### src/core/cvr_pkg.sv
// Package with register map, field layout and shared types of the comparator and reference control block.
package cvr_pkg;

    // Register offsets on the plain register port.
    localparam logic [7:0] CORE_INTERRUPT_CONTROL_ADDR = 8'h0B;
    localparam logic [7:0] PERIPHERAL_IRQ_FLAGS_ADDR = 8'h0C;
    localparam logic [7:0] COMPARATOR_CONTROL_ADDR = 8'h1F;
    localparam logic [7:0] PORT_A_DIRECTION_ADDR = 8'h85;
    localparam logic [7:0] PERIPHERAL_IRQ_ENABLES_ADDR = 8'h8C;
    localparam logic [7:0] REFERENCE_LADDER_CONTROL_ADDR = 8'h9F;

    // Field positions.
    localparam int GLOBAL_IRQ_ENABLE_BIT = 7;
    localparam int PERIPHERAL_IRQ_ENABLE_BIT = 6;
    localparam int COMPARATOR_CHANGE_FLAG_BIT = 6;
    localparam int COMPARATOR_IRQ_ENABLE_BIT = 6;
    localparam int SECOND_COMP_OUT_BIT = 7;
    localparam int FIRST_COMP_OUT_BIT = 6;
    localparam int INPUT_SWITCH_BIT = 3;
    localparam int REFERENCE_ENABLE_BIT = 7;
    localparam int REFERENCE_PIN_OE_BIT = 6;
    localparam int REFERENCE_RANGE_BIT = 5;
    localparam int REF_OUT_DIR_BIT = 2;
    localparam int FIRST_COMP_PIN_DIR_BIT = 3;
    localparam int SECOND_COMP_PIN_DIR_BIT = 4;

    // Writable masks and reset values.
    localparam logic [7:0] CORE_INTERRUPT_CONTROL_RESET = 8'h00;
    localparam logic [7:0] COMPARATOR_CONTROL_WMASK = 8'h0F;
    localparam logic [7:0] REFERENCE_LADDER_CONTROL_WMASK = 8'hEF;
    localparam logic [7:0] PORT_A_DIRECTION_WMASK = 8'h1F;
    localparam logic [7:0] PORT_A_DIRECTION_RESET = 8'h1F;
    localparam logic [7:0] REG_RESET = 8'h00;

    typedef enum logic [2:0] {
        CVR_MODE_RESET = 3'b000,
        CVR_MODE_INTERNAL_REF = 3'b010,
        CVR_MODE_PIN_OUTPUTS = 3'b110,
        CVR_MODE_OFF = 3'b111
    } cvr_mode_e;

    // Reference ladder steering towards the analog part.
    typedef struct packed {
        logic ladderPowered;
        logic rangeLow;
        logic [3:0] tapValue;
        logic pinConnect;
        logic toComparators;
    } cvr_ladder_s;

    // Comparator steering towards the analog part.
    typedef struct packed {
        logic powered;
        logic [2:0] modeCode;
        logic inputSwitch;
        logic internalRefPlus;
    } cvr_comp_s;

endpackage : cvr_pkg

### src/core/cvr_comparator_vref_control.sv
// Digital control of the dual comparator, its change flag and the reference ladder.
//
// Added by the designer: the address-and-strobe port.

// Notes on behaviour
// - Change flag sets whenever either comparator output changes outside a read or write of comparator control.
// - Change flag sits at bit 6 of the peripheral flag register.
// - Writing zero clears the flag; writing one sets it for a simulated interrupt.
// - Interrupt request needs comparator, peripheral and global enables all set.
// - Flag still sets while any enable is clear.
// - A change coinciding with a control read may miss setting the flag.
// - Any read or write of comparator control ends the mismatch.
// - A persisting mismatch keeps setting the flag; after a read, clearing sticks.
// - Comparator outputs read in bits 7 and 6 of comparator control.
// - Comparators and their interrupt stay active in sleep and wake the core.
// - Mode code 111 powers both comparators off.
// - Waking from sleep leaves comparator control unchanged.
// - Reset returns comparator control to zero, mode 000.
// - Comparators are powered down throughout reset.
// - Ladder is powered down while reference enable is clear.
// - Reset clears reference enable, pin enable, range and tap value.
// - Waking from sleep leaves reference control unchanged.
// - Reference reaches its pin only with direction bit 2 and pin enable set.
// - Reference controls are independent of the comparator mode.
// - Mode 010 applies the internal reference to both non-inverting inputs.
// - Mode 110 drives raw comparator outputs to pins, gated by direction bits.
// - Comparator output bits are read-only.
module cvr_comparator_vref_control
    import cvr_pkg::*;
(
    input wire logic sys_clk,
    input wire logic sys_rst,
    input wire logic [7:0] regAddr,
    input wire logic [7:0] regWrData,
    input wire logic regWrStrobe,
    input wire logic regRdStrobe,
    output logic [7:0] regRdData,
    input wire logic firstComparatorRaw,
    input wire logic secondComparatorRaw,
    input wire logic sleepActive,
    output logic irqRequest,
    output logic wakeRequest,
    output cvr_comp_s compCtrl,
    output cvr_ladder_s ladderCtrl,
    output logic firstCompPinData,
    output logic firstCompPinOe,
    output logic secondCompPinData,
    output logic secondCompPinOe
);

    logic [7:0] coreIrqCtrl_r;
    logic [7:0] irqFlags_r;
    logic [7:0] compCtrl_r;
    logic [7:0] portDir_r;
    logic [7:0] irqEnables_r;
    logic [7:0] ladderCtrl_r;
    logic [1:0] sync1_r;
    logic [1:0] sync2_r;
    logic [1:0] sync3_r;
    logic [1:0] compOut_r;
    logic [1:0] seenOut_r;
    logic mismatch;
    logic compAccess;
    logic flagWrite;
    logic [7:0] regRdData_nxt;

    function automatic logic hit(input logic [7:0] addr, input logic [7:0] target);
        hit = (addr == target);
    endfunction : hit

    // Mode decoding is needed by the steering and by the pin multiplexer alike.
    function automatic logic modeIs(input logic [7:0] ctrl, input cvr_mode_e mode);
        modeIs = (ctrl[2:0] == mode);
    endfunction : modeIs

    assign compAccess = (regWrStrobe || regRdStrobe) && hit(regAddr, COMPARATOR_CONTROL_ADDR);
    assign flagWrite = regWrStrobe && hit(regAddr, PERIPHERAL_IRQ_FLAGS_ADDR);

    // Three stages per output; a change counts once stages two and three agree.
    genvar gi;
    generate
        for (gi = 0; gi < 2; gi++) begin : gSync
            logic rawIn;
            assign rawIn = (gi == 0) ? firstComparatorRaw : secondComparatorRaw;
            always_ff @(posedge sys_clk) begin
                if (sys_rst) begin
                    sync1_r[gi] <= 1'b0;
                    sync2_r[gi] <= 1'b0;
                    sync3_r[gi] <= 1'b0;
                    compOut_r[gi] <= 1'b0;
                end else begin
                    sync1_r[gi] <= rawIn;
                    sync2_r[gi] <= sync1_r[gi];
                    sync3_r[gi] <= sync2_r[gi];
                    if (sync2_r[gi] == sync3_r[gi]) begin
                        compOut_r[gi] <= sync3_r[gi];
                    end
                end
            end
        end
    endgenerate

    // Powered-off comparators hold their outputs low, so no change is seen then.
    assign mismatch = (compOut_r != seenOut_r);

    always_ff @(posedge sys_clk) begin
        if (sys_rst) begin
            seenOut_r <= 2'h0;
        end else if (compAccess) begin
            seenOut_r <= compOut_r;
        end
    end

    // The flag sees the mismatch regardless of enables; the set wins over a clearing write.
    // A change landing on a control access is folded into the latch and so may go unflagged.
    always_ff @(posedge sys_clk) begin
        if (sys_rst) begin
            irqFlags_r <= REG_RESET;
        end else if (mismatch && !compAccess) begin
            irqFlags_r[COMPARATOR_CHANGE_FLAG_BIT] <= 1'b1;
        end else if (flagWrite) begin
            irqFlags_r[COMPARATOR_CHANGE_FLAG_BIT] <= regWrData[COMPARATOR_CHANGE_FLAG_BIT];
        end
    end

    // Sleep has no path into any of the registers below, so waking leaves them as they were.
    always_ff @(posedge sys_clk) begin
        if (sys_rst) begin
            compCtrl_r <= REG_RESET;
        end else if (regWrStrobe && hit(regAddr, COMPARATOR_CONTROL_ADDR)) begin
            compCtrl_r <= regWrData & COMPARATOR_CONTROL_WMASK;
        end
    end

    always_ff @(posedge sys_clk) begin
        if (sys_rst) begin
            ladderCtrl_r <= REG_RESET;
        end else if (regWrStrobe && hit(regAddr, REFERENCE_LADDER_CONTROL_ADDR)) begin
            ladderCtrl_r <= regWrData & REFERENCE_LADDER_CONTROL_WMASK;
        end
    end

    always_ff @(posedge sys_clk) begin
        if (sys_rst) begin
            coreIrqCtrl_r <= CORE_INTERRUPT_CONTROL_RESET;
        end else if (regWrStrobe && hit(regAddr, CORE_INTERRUPT_CONTROL_ADDR)) begin
            coreIrqCtrl_r <= regWrData;
        end
    end

    always_ff @(posedge sys_clk) begin
        if (sys_rst) begin
            irqEnables_r <= REG_RESET;
        end else if (regWrStrobe && hit(regAddr, PERIPHERAL_IRQ_ENABLES_ADDR)) begin
            irqEnables_r[COMPARATOR_IRQ_ENABLE_BIT] <= regWrData[COMPARATOR_IRQ_ENABLE_BIT];
        end
    end

    always_ff @(posedge sys_clk) begin
        if (sys_rst) begin
            portDir_r <= PORT_A_DIRECTION_RESET;
        end else if (regWrStrobe && hit(regAddr, PORT_A_DIRECTION_ADDR)) begin
            portDir_r <= regWrData & PORT_A_DIRECTION_WMASK;
        end
    end

    // Read data stand in the cycle after the strobe; the outputs read live.
    always_comb begin
        regRdData_nxt = 8'h00;
        case (regAddr)
            COMPARATOR_CONTROL_ADDR: begin
                regRdData_nxt = compCtrl_r;
                regRdData_nxt[SECOND_COMP_OUT_BIT] = compOut_r[1];
                regRdData_nxt[FIRST_COMP_OUT_BIT] = compOut_r[0];
            end
            REFERENCE_LADDER_CONTROL_ADDR: regRdData_nxt = ladderCtrl_r;
            CORE_INTERRUPT_CONTROL_ADDR: regRdData_nxt = coreIrqCtrl_r;
            PERIPHERAL_IRQ_FLAGS_ADDR: regRdData_nxt = irqFlags_r;
            PERIPHERAL_IRQ_ENABLES_ADDR: regRdData_nxt = irqEnables_r;
            PORT_A_DIRECTION_ADDR: regRdData_nxt = portDir_r;
            default: regRdData_nxt = 8'h00;
        endcase
    end

    always_ff @(posedge sys_clk) begin
        if (sys_rst) begin
            regRdData <= 8'h00;
        end else if (regRdStrobe) begin
            regRdData <= regRdData_nxt;
        end else begin
            regRdData <= 8'h00;
        end
    end

    always_comb begin
        irqRequest = irqFlags_r[COMPARATOR_CHANGE_FLAG_BIT] && irqEnables_r[COMPARATOR_IRQ_ENABLE_BIT]
            && coreIrqCtrl_r[PERIPHERAL_IRQ_ENABLE_BIT] && coreIrqCtrl_r[GLOBAL_IRQ_ENABLE_BIT];
        // Wake does not need the global enable, as the core resumes either way.
        wakeRequest = sleepActive && irqFlags_r[COMPARATOR_CHANGE_FLAG_BIT]
            && irqEnables_r[COMPARATOR_IRQ_ENABLE_BIT] && coreIrqCtrl_r[PERIPHERAL_IRQ_ENABLE_BIT];
    end

    always_comb begin
        compCtrl.modeCode = compCtrl_r[2:0];
        compCtrl.inputSwitch = compCtrl_r[INPUT_SWITCH_BIT];
        compCtrl.powered = !sys_rst && !modeIs(compCtrl_r, CVR_MODE_OFF);
        compCtrl.internalRefPlus = modeIs(compCtrl_r, CVR_MODE_INTERNAL_REF);
        ladderCtrl.ladderPowered = ladderCtrl_r[REFERENCE_ENABLE_BIT];
        ladderCtrl.rangeLow = ladderCtrl_r[REFERENCE_RANGE_BIT];
        ladderCtrl.tapValue = ladderCtrl_r[3:0];
        ladderCtrl.pinConnect = ladderCtrl_r[REFERENCE_PIN_OE_BIT] && portDir_r[REF_OUT_DIR_BIT];
        ladderCtrl.toComparators = modeIs(compCtrl_r, CVR_MODE_INTERNAL_REF);
    end

    // Mode 110 uses the raw, unsynchronised outputs; direction bit clear means drive.
    always_comb begin
        firstCompPinData = firstComparatorRaw;
        secondCompPinData = secondComparatorRaw;
        firstCompPinOe = modeIs(compCtrl_r, CVR_MODE_PIN_OUTPUTS) && !portDir_r[FIRST_COMP_PIN_DIR_BIT];
        secondCompPinOe = modeIs(compCtrl_r, CVR_MODE_PIN_OUTPUTS) && !portDir_r[SECOND_COMP_PIN_DIR_BIT];
    end

endmodule : cvr_comparator_vref_control

### config.mk
export PLATFORM = sky130hd
export DESIGN_NAME = cvr_comparator_vref_control
export DESIGN_NICKNAME = d
export VERILOG_FILES = /design/src/core/cvr_pkg.sv /design/src/core/cvr_comparator_vref_control.sv
export SDC_FILE = /design/constraint.sdc
export NUM_CORES = 1
export LEC_CHECK = 0
export BUFFER_PORTS_ARGS = -buffer_cell sky130_fd_sc_hd__buf_2
export CORE_MARGIN = 2
export CORE_UTILIZATION = 52
export DETAILED_ROUTE_END_ITERATION = 8
export GPL_ROUTABILITY_DRIVEN = 0
export PLACE_DENSITY_LB_ADDON = 0.25
export SLEW_MARGIN = 30
export SYNTH_ARGS = -nofsm -noshare
export SYNTH_HDL_FRONTEND = slang
export SYNTH_SLANG_ARGS = --single-unit
### constraint.sdc
create_clock -name sys_clk -period 2 [get_ports sys_clk]
set_input_delay 0.4 -clock sys_clk [delete_from_list [all_inputs] [get_ports sys_clk]]
set_output_delay 0.4 -clock sys_clk [all_outputs]
set_load 0.01 [all_outputs]
# Word level (Yosys, flattened, before mapping)
# Index checks and enable logic that the tools add are counted.
[word_totals]
reg_bits = 44
in_bits = 23
[classes]
n_eq_ne = 12
muxes = 3
bitwise = 1
reduce_logical = 26
[ops]
columns = ["op", "n"]
rows = [
  ["$pmux 8 s6", 1],
  ["$eq 8x8->1 const B", 3],
  ["$logic_and 1x1->1", 18],
  ["$eq 8x4->1 const B", 2],
  ["$eq 8x5->1 const B", 1],
  ["$eq 3x3->1 const B", 2],
  ["$logic_not 1->1", 5],
  ["$eq 3x2->1 const B", 1],
  ["$eq 1x1->1", 2],
  ["$mux 1", 2],
  ["$ne 2x2->1", 1],
  ["$reduce_bool 2->1", 1],
  ["$reduce_or 2->1", 1],
  ["$logic_or 1x1->1", 1],
  ["$not 1->1", 1],
]

# Logic depth before layout (Yosys ltp)
[logic_depth]
ltp_word = 5
ltp_mapped = 6
mapped_depth_nobuf = 4

# Worst setup path before layout
# No wires, ideal clock.
[synth_timing]
path_kind = "input to register"
start = "in regAddr[7]"
end = "reg coreIrqCtrl_r[5]"
arrival_time_ps = 1679
t_required_ps = 1868
setup_slack_ps = 189
cell_stages = 6
path_buffers = 2
path_cell_list = "buf_6 or4_4 or4_1 buf_2 nand2_1 a21oi_1"
[synth_between]
elab_chain_cells = 2
[synth_lines]
columns = ["item", "line", "source"]
rows = [
  ["from (decl)", "cvr_comparator_vref_control.sv:33", "input wire logic [7:0] regAddr,"],
  ["$eq 8x4->1", "cvr_comparator_vref_control.sv:68", "hit = (addr == target);"],
  ["$logic_and 1x1->1", "cvr_comparator_vref_control.sv:146", "end else if (regWrStrobe && hit(regAddr, CORE_INTERRUPT_CONTROL_ADDR)) begin"],
  ["to (signal assigned)", "cvr_comparator_vref_control.sv:147", "coreIrqCtrl_r <= regWrData;"],
  ["to (decl)", "cvr_comparator_vref_control.sv:51", "logic [7:0] coreIrqCtrl_r;"],
]
# No other way between the ends.
# A chain may end at the register's enable or synchronous reset.

# Worst setup path in the final report
[layout_timing]
start = "in regAddr[5]"
end = "reg coreIrqCtrl_r[1]"
# Same word-level chain as after synthesis.

==> summary.txt <==
Power and ir drop
  • Lkg Pwr: 0.985 nW
  • IR Drop Worst-Case VDD: 0.455 mV
  • Switch share: 23.8%
  • Psw: 0.365 mW
  • Clk pwr share: 35.3%
  • Pwr/cell area: 644 nW/um^2
  • Comb pwr share: 7.0%
  • Reg power frac: 57.7%
  • Internal power: 1.17 mW

Layout
  • Fin nets: 286
  • Final Core Density: 64.5%
  • Fin cells: 312
  • Multi-input logic area: 990 sq um
  • Share of post-route cells with drive strength above 1: 33.0%
  • FF+latch area: 881 sq um
  • P&R area growth vs syn: 17.6%
  • Antenna Diode Count: 0
  • Number of fill cells in the layout: 343

Synth
  • Post-Syn Area: 2020 sq um
  • Synth Area in Adders: 0%
  • Post-synth top area cell: dfxtp_1
  • Largest family of logic cells by synthesized area: simple AND/OR/NAND/NOR gates
  • Post-Syn Instances: 214
  • Post-synth top cells: dfxtp_1 (44), nand2_1 (20), nor2_1 (20)
  • Post-synthesis sequential area ratio: 43.6%
  • Count leader, synth: dfxtp_1
  • Multiplexer area fraction after synthesis: 10.8%
  • Mean Syn Cell Area: 9.45 sq um
  • Post-Synth Simple-Gate Area: 27.5%
  • Synth top area cells: dfxtp_1 (44%), mux2i_1 (7.4%), a21oi_1 (4.5%), nand3_1 (4.2%), nand2_1 (3.7%)
  • EDFF count, synth: 0
  • Top_reg_cell synth: dfxtp_1
  • Syn Nets: 237
  • Synth Area in XOR/XNOR: 0.866%
  • Synth top area share: 43.6%
  • Yosys cell types: 37
  • Fraction of synthesis flops using an asynchronous set or reset pin: 0%
  • Number of synthesized register bits: 44
  • Post-synthesis compound-gate area fraction: 9.78%
  • YS warnings: 0

STA
  • Setup TNS: 0 ns
  • RSZ-0062 raised after global routing: false
  • Final Cycle Share: 84.6%
  • Fmax: 0.591 GHz
  • Clock Skews: 0.00492 ns
  • Max-slew headroom: 59.6%
  • Slew Limit Fails: 0
  • Final setup violation count: 0
  • Slew @ Worst Pin: 0.598 ns
  • Final min period: 1.69 ns
  • Fin. Hold Viols: 0

CTS
  • Post_cts resized: 0
  • Root buffer cell: clkbuf_8
  • CTS buffer count: 5
  • H-Tree Depth: 2
  • Clk_lat worst skew: 0.29 ns
  • Maximum clock path buffer count: 2
  • Clock-pin slew on the worst setup and hold paths: 0.08 ns
  • CTS Hold Bufs: 0
  • Clk sinks: 44
  • Postcts setup bufs: 0
  • CTS tree: yes

Place
  • Dpl cells: 304
  • Final HPWL DP: 3.10 mm
  • I/O Buffers: 50

GRT
  • First-pass GRT wire length: 7.03 mm
  • Total global-route track usage: 21.5%
  • Total grt overflow: 0
  • Vias in the first global route: 1457
  • Largest net degree at the start of global routing: 31
  • Initial antenna violation count: 0

Worst setup path
  • Worst setup EP type: flop
  • Setup CP Type: in -> reg
  • CP Launch Type: input port
  • Required @ worst endpoint: 2.17 ns
  • Largest fanout on the critical path: 8
  • Critical R2R Launch: compCtrl_r[1]$_SDFFE_PP0P_
  • Worst Path Arrival: 1.87 ns
  • Crit path from: regAddr[5]

Detailed routing
  • DRT iter0 DRCs: 78
  • Routed WL per cell: 13.6 um
  • Pre-antenna DRT Iters: 4
  • Final WL: 4.24 mm
  • Post-route ant nets: 0
  • Drc violations: 0
  • Via density: 5.35
  • Routed vias: 1670

Floorplanning
  • Initial core utilization: 54.8%
  • Die area: 4400 sq um
  • I/O pin count: 51
  • Die width: 66.4 um
  • Die height: 66.4 um
  • Core region area: 3690 sq um
  • Standard-cell rows: 22

Worst hold path
  • Worst min-delay path category: in -> reg
  • Min-Delay Startpoint: firstComparatorRaw

Flow run
  • Max cap viols: 0

Run status
  • Status: finished, final reports clean
==> worst max-delay path, cell delays in order <==
cell	delay, ns
buf_2	0.12
or4_4	0.56
or4_1	0.59
nand2_1	0.14
a21oi_1	0.06
==> flip-flops by register name, summed over array words and instances, names as in the netlist, 2 cells and up <==
signal and count:
coreIrqCtrl_r 8, regRdData 8, seenOut_r 2, sync1_r 2, ladderCtrl_r 7, sync2_r 2, compOut_r 2, compCtrl_r 4
sync3_r 2, portDir_r 5
==> routing by layer <==
| layer | vias up | track usage [%] | wire length (um) |
|---|---|---|---|
| met1 | 758 | 30.4 | 1950 |
| met4 | 0 | 7.65 | 57 |
| met5 | - | 0 | 0 |
| met2 | 63 | 31.3 | 1900 |
| met3 | 6 | 5.79 | 334 |
| li1 | 843 | - | - |
==> stage by stage <==
step | setup slack, ns | instance area (sq um) | total power [mW] | hold WS [ns]
CTS | 0.312 | 2380 | 1.55 | 0.316
global placement | 0.0240 | 2290 | 1.01 | 0.417
floorplan | 0.189 | 2020 | 0.967 | 0.414
global route | 0.269 | 2380 | 1.60 | 0.318
detailed placement | 0.00485 | 2290 | 1.01 | 0.420
finish | 0.307 | 2380 | 1.53 | 0.325
==> cell type report <==
class | instances | area share, %
clock buffer | 5 | 2.89
clock inverter | 3 | 0.789
inverter | 3 | 0.474
multi-input combinational | 146 | 41.6
sequential | 44 | 37.1
tap | 48 | 2.53
timing repair buffer | 63 | 14.6
==> power groups by stage <==
stage / Clock (mW) / Combinational, mW / Sequential [mW]
6_report: 0.540 / 0.107 / 0.884
2_1_floorplan: 0 / 0.0630 / 0.904
3_5_place_dp: 0 / 0.107 / 0.904
5_1_grt: 0.596 / 0.118 / 0.885
3_3_place_gp: 0 / 0.107 / 0.904
4_1_cts: 0.554 / 0.108 / 0.884
==> path summary, 6_finish.rpt <==
kind,end,slack [ns],cells after the start
worst max-delay path,coreIrqCtrl_r[1]$_SDFFE_PP0P_,0.31,5
worst min-delay path,sync1_r[0]$_SDFF_PP0_,0.33,2
worst max register to register,regRdData[1]$_SDFF_PP0_,0.95,3
worst min register to register,sync2_r[1]$_SDFF_PP0_,0.44,1
==> cells by family (layout without fill, tap and decap cells) <==
logic type,Yosys count,in the layout
muxes,21,21
AOI/OAI and AO/OA,32,32
DFF,44,44
xor gates and xnor gates,2,2
and+or+nand+nor,91,91
buffers and inverters,24,74
==> cells in the final DEF, fill, tap and decap left out, types with 2 or more instances in the layout <==
| cell type | n |
|---|---|
| mux2i_1 | 15 |
| mux2_2 | 6 |
| inv_1 | 3 |
| nand3_1 | 17 |
| nor3_4 | 2 |
| buf_2 | 50 |
| buf_4 | 13 |
| and4_1 | 2 |
| nand3b_1 | 8 |
| a22oi_1 | 7 |
| o21ai_0 | 2 |
| nor4_4 | 3 |
| nor2_1 | 20 |
| nor2b_1 | 6 |
| nand2_1 | 20 |
| nand2b_1 | 2 |
| nor3b_1 | 2 |
| clkbuf_8 | 5 |
| xnor2_1 | 2 |
| a21oi_1 | 18 |
| dfxtp_1 | 44 |
| clkinv_2 | 2 |
Note: power is estimated with default switching activity, not from simulation.
